===== src/gcg_pkg.sv =====
// Purpose: Shared constants and types for the port clock gating and deep-sleep oscillator block
// Assumes: APB with 32-bit data, byte addresses as printed
// Notes: Reserved bits read as zero
package gcg_pkg;
  localparam int GCG_NPORTS = 5;
  localparam logic [11:0] GCG_OFF_RUN = 12'h108;
  localparam logic [11:0] GCG_OFF_SLEEP = 12'h118;
  localparam logic [11:0] GCG_OFF_DEEP = 12'h128;
  localparam logic [11:0] GCG_OFF_OSCCFG = 12'h144;
  localparam logic [11:0] GCG_OFF_RUNCFG = 12'h160;
  localparam logic [11:0] GCG_OFF_IRQ_STATUS = 12'h170;
  localparam logic [11:0] GCG_OFF_IRQ_MASK = 12'h174;
  localparam logic [11:0] GCG_OFF_CLKSTAT = 12'h178;
  localparam int GCG_OSC_SEL_BIT = 0;
  localparam int GCG_ACG_BIT = 0;
  localparam logic [4:0] GCG_GATES_RESET = 5'h00;
  localparam logic GCG_OSC_SEL_RESET = 1'b0;
  localparam logic GCG_ACG_RESET = 1'b0;
  localparam int GCG_IRQ_FAULT = 0;
  localparam int GCG_IRQ_DS_ENTER = 1;
  localparam int GCG_IRQ_DS_EXIT = 2;
  localparam int GCG_NIRQ = 3;

  typedef enum logic [1:0] {
    GCG_PWR_RUN,
    GCG_PWR_SLEEP,
    GCG_PWR_DEEP
  } gcg_pwr_e;

  typedef struct packed {
    logic use_internal_osc;
    logic [3:0] freq_setting;
  } gcg_clk_src_s;

  typedef struct packed {
    logic main_osc_powered;
    logic internal_osc_powered;
    gcg_clk_src_s source;
  } gcg_osc_ctrl_s;
endpackage : gcg_pkg


===== src/gcg_port_clock_ctrl.sv =====
// Purpose: APB register block gating clocks of five GPIO port units and
//   switching the oscillator on deep-sleep entry and exit
// Assumes: Power state, run clock source and port access attempts come from system logic
// Notes: Clock enables are registered levels; the clock tree gates with a latch cell
//
// Operation
// Each gating register holds five port enables, port A at bit zero, reset zero
// Enable one clocks the port; zero leaves it unclocked and disabled
// Access to an unclocked port returns a bus fault
// Bits 31 to 5 are reserved, read-only
// Run, sleep and deep-sleep gating copies at 0x108, 0x118, 0x128
// Register at 0x144 switches system clock to internal oscillator on deep-sleep entry
// Without the override the main oscillator stays the clock source
// Override in deep-sleep powers internal oscillator up and main oscillator down
// Deep-sleep exit restores the source and frequency saved at entry
// Override bit sits at bit zero, read-write, reset zero
// Sleep and deep-sleep copies apply only with automatic gating set
// Enables follow the copy for the current power state, changing glitch-free
//
// Decided for this implementation: the APB interface to the registers.
module gcg_port_clock_ctrl #(
  parameter int NPORTS = gcg_pkg::GCG_NPORTS
) (
  // Clock and reset
  input wire logic pclk,
  input wire logic presetn,
  // APB slave
  input wire logic psel,
  input wire logic penable,
  input wire logic pwrite,
  input wire logic [11:0] paddr,
  input wire logic [31:0] pwdata,
  output logic [31:0] prdata,
  output logic pready,
  output logic pslverr,
  // Power state and run clock source
  input wire gcg_pkg::gcg_pwr_e pwr_state,
  input wire gcg_pkg::gcg_clk_src_s run_clk_src,
  // Port unit access attempts, one bit per port
  input wire logic [NPORTS-1:0] port_access,
  output logic [NPORTS-1:0] port_bus_fault,
  // Port clock enables
  output logic [NPORTS-1:0] port_clk_en,
  // Oscillator control
  output gcg_pkg::gcg_osc_ctrl_s osc_ctrl,
  // Interrupt
  output logic irq
);
  import gcg_pkg::*;

  // Five gate bits per copy are fixed by the register layout
  if (NPORTS != GCG_NPORTS) begin : g_bad_nports
    $error("gcg_port_clock_ctrl: NPORTS must equal GCG_NPORTS");
  end

  typedef struct packed {
    logic [NPORTS-1:0] run_gates;
    logic [NPORTS-1:0] sleep_gates;
    logic [NPORTS-1:0] deep_gates;
    logic osc_sel;
    logic auto_sleep_gating_use;
    logic [GCG_NIRQ-1:0] irq_status;
    logic [GCG_NIRQ-1:0] irq_mask;
    logic [NPORTS-1:0] clk_en;
    logic [NPORTS-1:0] fault;
    logic in_deep;
    gcg_clk_src_s saved_src;
    gcg_osc_ctrl_s osc;
    logic [31:0] rdata;
    logic slverr;
  } gcg_state_s;

  gcg_state_s st;
  gcg_state_s next_st;

  function automatic logic [31:0] zext(input logic [NPORTS-1:0] v);
    zext = '0;
    zext[NPORTS-1:0] = v;
  endfunction : zext

  logic setup;
  logic wr;
  logic entering;
  logic leaving;
  logic [NPORTS-1:0] sel_gates;

  assign setup = psel && !penable;
  // Writes land at the access edge, where pready completes the transfer
  assign wr = psel && penable && pwrite;
  assign entering = (pwr_state == GCG_PWR_DEEP) && !st.in_deep;
  assign leaving = (pwr_state != GCG_PWR_DEEP) && st.in_deep;

  always_comb begin
    sel_gates = st.run_gates;
    if (st.auto_sleep_gating_use) begin
      case (pwr_state)
        GCG_PWR_SLEEP: sel_gates = st.sleep_gates;
        GCG_PWR_DEEP: sel_gates = st.deep_gates;
        default: sel_gates = st.run_gates;
      endcase
    end
  end

  always_comb begin
    next_st = st;
    // Enables are registered so the gate cell sees one clean change per state
    next_st.clk_en = sel_gates;
    next_st.fault = port_access & ~st.clk_en;
    if (wr) begin
      case (paddr)
        GCG_OFF_RUN: next_st.run_gates = pwdata[NPORTS-1:0];
        GCG_OFF_SLEEP: next_st.sleep_gates = pwdata[NPORTS-1:0];
        GCG_OFF_DEEP: next_st.deep_gates = pwdata[NPORTS-1:0];
        GCG_OFF_OSCCFG: next_st.osc_sel = pwdata[GCG_OSC_SEL_BIT];
        GCG_OFF_RUNCFG: next_st.auto_sleep_gating_use = pwdata[GCG_ACG_BIT];
        GCG_OFF_IRQ_MASK: next_st.irq_mask = pwdata[GCG_NIRQ-1:0];
        GCG_OFF_IRQ_STATUS: next_st.irq_status = st.irq_status & ~pwdata[GCG_NIRQ-1:0];
        default: next_st.irq_status = st.irq_status;
      endcase
    end
    next_st.slverr = 1'b0;
    next_st.rdata = st.rdata;
    if (setup) begin
      next_st.rdata = '0;
      case (paddr)
        GCG_OFF_RUN: next_st.rdata = zext(st.run_gates);
        GCG_OFF_SLEEP: next_st.rdata = zext(st.sleep_gates);
        GCG_OFF_DEEP: next_st.rdata = zext(st.deep_gates);
        GCG_OFF_OSCCFG: next_st.rdata[GCG_OSC_SEL_BIT] = st.osc_sel;
        GCG_OFF_RUNCFG: next_st.rdata[GCG_ACG_BIT] = st.auto_sleep_gating_use;
        GCG_OFF_IRQ_STATUS: next_st.rdata[GCG_NIRQ-1:0] = st.irq_status;
        GCG_OFF_IRQ_MASK: next_st.rdata[GCG_NIRQ-1:0] = st.irq_mask;
        GCG_OFF_CLKSTAT: next_st.rdata = {27'h0, st.osc.source};
        default: next_st.slverr = 1'b1;
      endcase
    end
    // Deep-sleep entry: save the running source, then switch if asked
    if (entering) begin
      next_st.in_deep = 1'b1;
      next_st.saved_src = st.osc.source;
      if (st.osc_sel) begin
        next_st.osc.internal_osc_powered = 1'b1;
        next_st.osc.main_osc_powered = 1'b0;
        next_st.osc.source.use_internal_osc = 1'b1;
      end
    end else if (leaving) begin
      next_st.in_deep = 1'b0;
      next_st.osc.source = st.saved_src;
      next_st.osc.main_osc_powered = 1'b1;
      next_st.osc.internal_osc_powered = st.saved_src.use_internal_osc;
    end else if (!st.in_deep) begin
      next_st.osc.source = run_clk_src;
      next_st.osc.main_osc_powered = 1'b1;
      next_st.osc.internal_osc_powered = run_clk_src.use_internal_osc;
    end
    // Hardware set wins over a software clear in the same cycle
    if (|next_st.fault) begin
      next_st.irq_status[GCG_IRQ_FAULT] = 1'b1;
    end
    if (entering) begin
      next_st.irq_status[GCG_IRQ_DS_ENTER] = 1'b1;
    end
    if (leaving) begin
      next_st.irq_status[GCG_IRQ_DS_EXIT] = 1'b1;
    end
  end

  always_ff @(posedge pclk or negedge presetn) begin
    if (!presetn) begin
      st <= '0;
      st.run_gates <= GCG_GATES_RESET;
      st.sleep_gates <= GCG_GATES_RESET;
      st.deep_gates <= GCG_GATES_RESET;
      st.osc_sel <= GCG_OSC_SEL_RESET;
      st.auto_sleep_gating_use <= GCG_ACG_RESET;
      st.osc.main_osc_powered <= 1'b1;
    end else begin
      st <= next_st;
    end
  end

  assign prdata = st.rdata;
  assign pready = 1'b1;
  assign pslverr = st.slverr & penable;
  assign port_clk_en = st.clk_en;
  assign port_bus_fault = st.fault;
  assign osc_ctrl = st.osc;
  assign irq = |(st.irq_status & st.irq_mask);
endmodule : gcg_port_clock_ctrl


===== config.mk =====
export PLATFORM = sky130hd
export DESIGN_NAME = gcg_port_clock_ctrl
export DESIGN_NICKNAME = d
export VERILOG_FILES = /design/src/gcg_pkg.sv /design/src/gcg_port_clock_ctrl.sv
export SDC_FILE = /design/constraint.sdc
export NUM_CORES = 1
export LEC_CHECK = 0
export CAP_MARGIN = 0
export CORE_MARGIN = 2
export CORE_UTILIZATION = 60
export CTS_CLUSTER_DIAMETER = 60
export DETAILED_ROUTE_END_ITERATION = 8
export DONT_BUFFER_PORTS = 1
export PLACE_DENSITY = 0.86
export SYNTH_ARGS = -nofsm -noshare
export SYNTH_HDL_FRONTEND = slang
export SYNTH_SLANG_ARGS = --single-unit

===== constraint.sdc =====
create_clock -name pclk -period 2.7 [get_ports pclk]
set_input_delay 0 -clock pclk [delete_from_list [all_inputs] [get_ports pclk]]
set_output_delay 0 -clock pclk [all_outputs]
set_load 0.02 [all_outputs]

==> qor.log, run 1 <==
[run_status] run status finished clean
[timing] setup repair after global routing missed its margin no
[timing] post-layout minimum cycle time 1700 ps
[yosys] share of synthesized area occupied by flip-flops and latches 43.7%
[clock_tree] CTS H-tree lvls 2
[global_routing] via count of the first global-routing pass 1903
[yosys] FF+latch count, synth 51
[yosys] most area-consuming cells after synthesis dfrtp_1, buf_4, mux2_2, mux2i_1, nand2_1
[die] horizontal die dimension 73.8 µm
[global_routing] most congested layer reported by global routing met2
[timing] final worst hold slack 21.1 ps
[global_routing] global route overflow 0
[pwr] cell area power density 530 nW/µm²
[placement] buffers added on ports 0
[critical_path] critical path launch point type input port
[yosys] post-synth cell types 51
[final_layout] P&R area growth vs syn 3.77%
[route] vias per cell 5.69
[timing] largest clock skew in the final design 7.36 ps
[yosys] synth cell count leaders buf_4, dfrtp_1, mux2_2
[clock_tree] worst skew pair latency 300 ps
[placement] weighted congestion at the end of routability-driven global placement 0.842
[global_routing] antenna violations before repair 0
[global_routing] M1 GR Usage 29.9%
[yosys] share of the synthesized area in the top cell type 42.8%
[final_layout] layout cell share with drive strength beyond 1 15.3%
[die] starting density of the core 61.9%
[final_layout] number of diodes 0
[global_routing] met2 Use GR 36.9%
[placement] number of placed instances, taps included 308
[pwr] Leak 1.35 nW
[die] number of ports placed on the die boundary 113
[global_routing] wire length of the first global-routing pass 9.29 mm
[route] final WL 5.79 mm
[yosys] Synth Warn # 0
[yosys] number of flops mapped to enable cells by yosys 0
[clock_tree] Clock Tree Buf Depth 2
[flow_run] max capacitance violation total 0
[die] placeable core area 4720 µm²
[timing] Worst Setup Slack, final 1000 ps
[timing] number of hold-slack violations in the final timing report 0
[clock_tree] post-CTS clock slew at the launch and capture registers of the worst setup and hold paths 90 ps
[route] DRC viols 0
[route] DRC violation total after the first TritonRoute iteration 171
[global_routing] GRT met3 Usage 5.21%
[yosys] dominant register cell in the synthesized netlist dfrtp_1
[critical_path] Critical Path End Type register
[clock_tree] CTS tree built
[timing] Final Max Tran Viols 0
[clock_tree] cell chosen for the clock root clkbuf_8
[yosys] Synth area leader dfrtp_1
[global_routing] total routing resource utilization after global routing 22.8%
[critical_path] type of the worst setup path in2reg
[timing] final setup fails 0
[worst_hold_path] worst min path class in2reg
[die] count of standard-cell rows 25
[route] number of nets with antenna violations after routing 0
[final_layout] Post-layout nets 339
[clock_tree] number of buffers inserted during clock tree synthesis 5
[critical_path] Critical Path Fanout Max 5
[placement] setup slack after placement 903 ps
[timing] final total negative setup slack 0 ps
[critical_path] worst endpoint required time 2890 ps
[critical_path] WP data arrival 1880 ps
[pwr] peak supply drop 0.000465 V
[final_layout] non-filler cells, final 341
[timing] timing-limited maximum frequency 589 MHz
[global_routing] maximum number of pins on one net before global-route repair 52
[yosys] average cell area after synthesis 10.6 µm²
[yosys] async set-reset flop share out of synthesis 100%
[route] 1st-pass router iterations 4
[die] die area 5450 µm²
[clock_tree] # resized after CTS 0
[placement] final HPWL from detailed placement 3.98 mm
[yosys] number of cells produced by synthesis 276
[yosys] netlist area before placement 2920 µm²
[timing] fin crit share 62.8%
[route] overall via count from detail_route 1940
[clock_tree] number of clock sinks seen by CTS 51
[die] vertical extent of the die 73.8 µm
[route] per-cell routed wire length 17.0 µm
==> cells by family (layout without fill, tap and decap cells) <==
| group | count (synthesis) | in the layout | share of synthesized area, % |
|---|---|---|---|
| AOI/OAI and AO/OA | 39 | 39 | 8.86 |
| xor gates and xnor gates | 1 | 1 | 0.300 |
| adders and majority gates | 5 | 5 | 2.14 |
| buffers and inverters | 68 | 40 | 15.5 |
| DFF | 51 | 51 | 43.7 |
| muxes | 40 | 40 | 14.9 |
| other | 2 | 28 | 0.257 |
| and+or+nand+nor | 70 | 70 | 14.3 |
==> worst max-delay path, stage by stage <==
cell	delay [ps]
nor4b_4	370
nand3_1	290
nor3_1	270
nand2_1	120
mux2_2	280
dlygate4sd3_1	560
==> routing by layer <==
metal,wire (µm),vias up
met5,0,-
met4,155,0
met3,415,15
met2,2810,97
met1,2410,953
li1,-,875
==> flip-flops by register name, summed over array words and instances (netlist names) <==
| register | flops |
|---|---|
| prdata | 5 |
| osc_ctrl | 6 |
| port_bus_fault | 5 |
| port_clk_en | 5 |
| st | 30 |
==> cells in the final DEF, fill, tap and decap left out, types with 2 or more instances in the layout <==
master	netlist	routed
dfrtp_1	50	50
conb_1	2	28
mux2_2	27	27
dlygate4sd3_1	0	24
nand2_1	23	23
o21ai_0	14	14
mux2i_1	13	13
nor2b_1	8	8
nor2_1	8	8
nor3_1	8	8
inv_1	6	6
a22oi_1	5	5
a21oi_1	5	5
ha_1	5	5
clkbuf_8	0	5
nand2b_1	3	3
or4_1	3	3
nand3_1	2	2
a2bb2oi_1	2	2
nand3b_1	2	2
a21o_1	2	2
==> layout make-up <==
class	count	area [µm²]
clock buffer	6	72.6
multi-input combinational	183	1290
clock inverter	2	12.5
fill	367	1690
tap	67	83.8
sequential	51	1280
inverter	6	22.5
timing repair buffer	26	275
==> final timing paths <==
path	startpoint	endpoint	slack, ps	cells after the start
setup / recovery	paddr[9]	st[63]	1000	6
hold / removal	paddr[6]	prdata[3]	20	3
setup reg to reg	st[45]	osc_ctrl[5]	1120	3
hold reg to reg	st[40]	st[40]	510	1
max in group asynchronous	presetn	osc_ctrl[6]	2230	2
min in group asynchronous	presetn	port_bus_fault[3]	200	2
==> power breakdown <==
part / switching [W] / internal, W
Combinational: 0.000132 / 0.000117
Clock: 0.000243 / 0.000181
Sequential: 0.0000994 / 0.000833
==> stage by stage <==
step	power (W)	instance area (µm²)	util (%)
6_report	0.00161	3030	64.2
5_1_grt	0.00168	3030	64.2
4_1_cts	0.00161	3030	64.2
3_5_place_dp	0.00115	2680	56.7
3_3_place_gp	0.00113	2680	56.7
2_1_floorplan	0.00120	3020	-
==> timing repair <==
item	in CTS	in global routing
hold buffers	25	0
buffers inserted	0	0
hold endpoints to repair	87	0
(Power assumes the default switching activity.)
==> inputs of run 2 (changes only) <==
- CORE_UTILIZATION: 60 -> 57
- PLACE_DENSITY: 0.86 -> 0.85
- clock period: 2.7 -> 1.4 ns (I/O delays scaled with it)
==> run 2 against run 1 <==
  * The flow now finishes with violations (negative setup slack)
  * First-iteration DRC count down 41%
  * Sequential power up 88%
  * Clock power up 110%
  * Global-route usage up 1.1 points
  * Clock skew up 3.5 ps
  * Utilization down 0.49 points
  * Die area up 5.0%
  * Critical path type is now reg2out
  * Largest power group unchanged
  * Highest routed layer unchanged
==> qor.log, run 2 (synthesis results as in run 1) <==
[pwr] Leak 1.46 nW
[final_layout] largest register by flop count st
[pwr] cell area power density 1010 nW/µm²
[critical_path] type of the worst setup path reg2out
[die] placeable core area 5040 µm²
[die] die area 5720 µm²
[pwr] Power Total 0.00325 W
[final_layout] share of the core filled with cells 63.7%
[route] final WL 6.25 mm
[route] per-cell routed wire length 17.2 µm
[run_status] run status complete, but fails checks
[final_layout] max reg flops 30
[final_layout] commonest cells after routing, fill and taps aside dfrtp_1, conb_1, mux2_2
[pwr] part of the power in the clock network 27.6%
[die] starting density of the core 58.0%
[timing] Worst Setup Slack, final -145 ps
[route] number of nets with antenna violations after routing 0
[critical_path] library cell contributing the largest single delay on the critical path a222oi_1
[critical_path] worst endpoint required time 1400 ps
[clock_tree] number of clock sinks seen by CTS 51
[timing] final total negative setup slack -145 ps
[critical_path] highest cell delay on the worst timing path 470 ps
[final_layout] P&R area growth vs syn 9.93%
[critical_path] chain of cells forming the critical path buf_6, a222oi_1, inv_1
[global_routing] global route overflow 0
[critical_path] family of cells with the greatest summed delay on the critical path compound AO/OA/AOI/OAI gates
[pwr] net switching component of the power 0.000994 W
[timing] setup repair after global routing missed its margin yes
[pwr] peak supply drop 0.000823 V
[critical_path] Critical Path End Type output port
[final_layout] layout cell share with drive strength beyond 1 23.2%
[timing] final setup fails 1
[route] vias per cell 5.59
[timing] number of hold-slack violations in the final timing report 0
[worst_hold_path] worst min path class in2reg
[timing] fin crit share 110%
[timing] timing-limited maximum frequency 647 MHz
[placement] final HPWL from detailed placement 4.36 mm
[clock_tree] number of buffers inserted during clock tree synthesis 5
[timing] post-layout minimum cycle time 1550 ps
[global_routing] total routing resource utilization after global routing 23.9%
[die] number of ports placed on the die boundary 113
[global_routing] wire length of the first global-routing pass 9.91 mm
[die] horizontal die dimension 75.6 µm
[die] vertical extent of the die 75.6 µm
[pwr] Flop pwr share 54.0%
[placement] weighted congestion at the end of routability-driven global placement 0.854
[timing] Final Max Tran Viols 0
[clock_tree] CTS H-tree lvls 2
[pwr] switching fraction of total power 30.6%
[final_layout] total of fill cells in the finished design 382
[final_layout] Post-layout nets 358
[critical_path] critical path launch point type register
[pwr] Comb power frac 18.4%
[global_routing] maximum number of pins on one net before global-route repair 52
[run_status] violated checks negative setup slack
[clock_tree] worst skew pair latency 320 ps
[global_routing] via count of the first global-routing pass 2010
[critical_path] Critical Path Fanout Max 2
[clock_tree] Clock Tree Buf Depth 2
[timing] largest clock skew in the final design 10.9 ps
[clock_tree] post-CTS clock slew at the launch and capture registers of the worst setup and hold paths 100 ps
[route] overall via count from detail_route 2035
[pwr] internal power of the cells 0.00225 W
[clock_tree] CTS tree built
[placement] setup slack after placement -131 ps
[clock_tree] cell chosen for the clock root clkbuf_8
[final_layout] most common cell after layout, fill and taps aside dfrtp_1
[critical_path] WP data arrival 1550 ps
[route] DRC violation total after the first TritonRoute iteration 101
[critical_path] number of buffer and inverter instances along the worst setup path 2
[route] 1st-pass router iterations 4
[placement] buffers added on ports 0
[die] count of standard-cell rows 26
[global_routing] antenna violations before repair 1
[flow_run] max capacitance violation total 0
[route] DRC viols 0
-- run 2: cell types whose count changed in the layout (fill, tap and decap cells not counted), sizes merged --
cell	before	now
clkbuf	6	5
diode	0	1
inv	6	7
dlymetal6s4s	0	1
buf	2	24
dlygate4sd3	24	20
-- run 2: worst paths after layout --
kind / cells after the start / end / slack, ps / start
hold / removal: 3 / prdata[3] / 8 / paddr[6]
min in group asynchronous: 2 / port_clk_en[2] / 170 / presetn
hold reg to reg: 1 / port_bus_fault[3] / 440 / port_clk_en[3]
setup / recovery: 3 / irq / -150 / st[60]
setup reg to reg: 3 / osc_ctrl[5] / 60 / st[45]
max in group asynchronous: 2 / osc_ctrl[6] / 950 / presetn
-- run 2: what timing repair did --
action	CTS	global route
endpoints found under the hold margin	87	0
endpoints found under the setup margin	1	3
gates resized for setup	3	2
setup buffers	1	0
pin swaps	1	1
hold buffers	22	0
-- run 2: cell type report --
cell class                 count  area (µm²)  area share (%)
multi-input combinational    183        1310            40.8
sequential                    51        1280            39.8
timing repair buffer          45         417            13.0
tap                           70        87.6            2.73
clock buffer                   5        68.8            2.14
clock inverter                 3        27.5           0.857
inverter                       6        22.5           0.701
antenna                        1        2.50          0.0779
-- run 2: through the flow --
step / instance area (µm²) / hold WS, ps / std cells
detailed placement: 2850 / -294 / 332
finish: 3210 / 7.90 / 364
floorplan: 3040 / -296 / 302
CTS: 3210 / 5.33 / 363
global route: 3210 / 16.6 / 364
global placement: 2850 / -294 / 332
-- run 2: worst reg2reg max path: cells and delay by family (launching register included) --
kind | cells | cell delay, ps
muxes | 1 | 350
AOI/OAI and AO/OA | 1 | 280
DFF | 1 | 400
adders and majority gates | 1 | 210
-- run 2: power groups by stage --
| stage | registers [W] | clock network (W) | logic [W] |
|---|---|---|---|
| 6_report | 0.00175 | 0.000895 | 0.000597 |
| 2_1_floorplan | 0.00171 | 0 | 0.000607 |
| 4_1_cts | 0.00175 | 0.000914 | 0.000595 |
| 3_3_place_gp | 0.00177 | 0 | 0.000479 |
| 5_1_grt | 0.00177 | 0.000970 | 0.000651 |
| 3_5_place_dp | 0.00178 | 0 | 0.000494 |
-- run 2: routing by layer --
metal	track usage (%)	routed length (µm)	vias to the layer above	share of wire, %
met4	9.16	187	0	3.0
met5	0	0	-	0
met3	6.48	512	16	8.2
li1	-	-	919	-
met1	30.1	2440	980	39
met2	39.5	3110	120	50
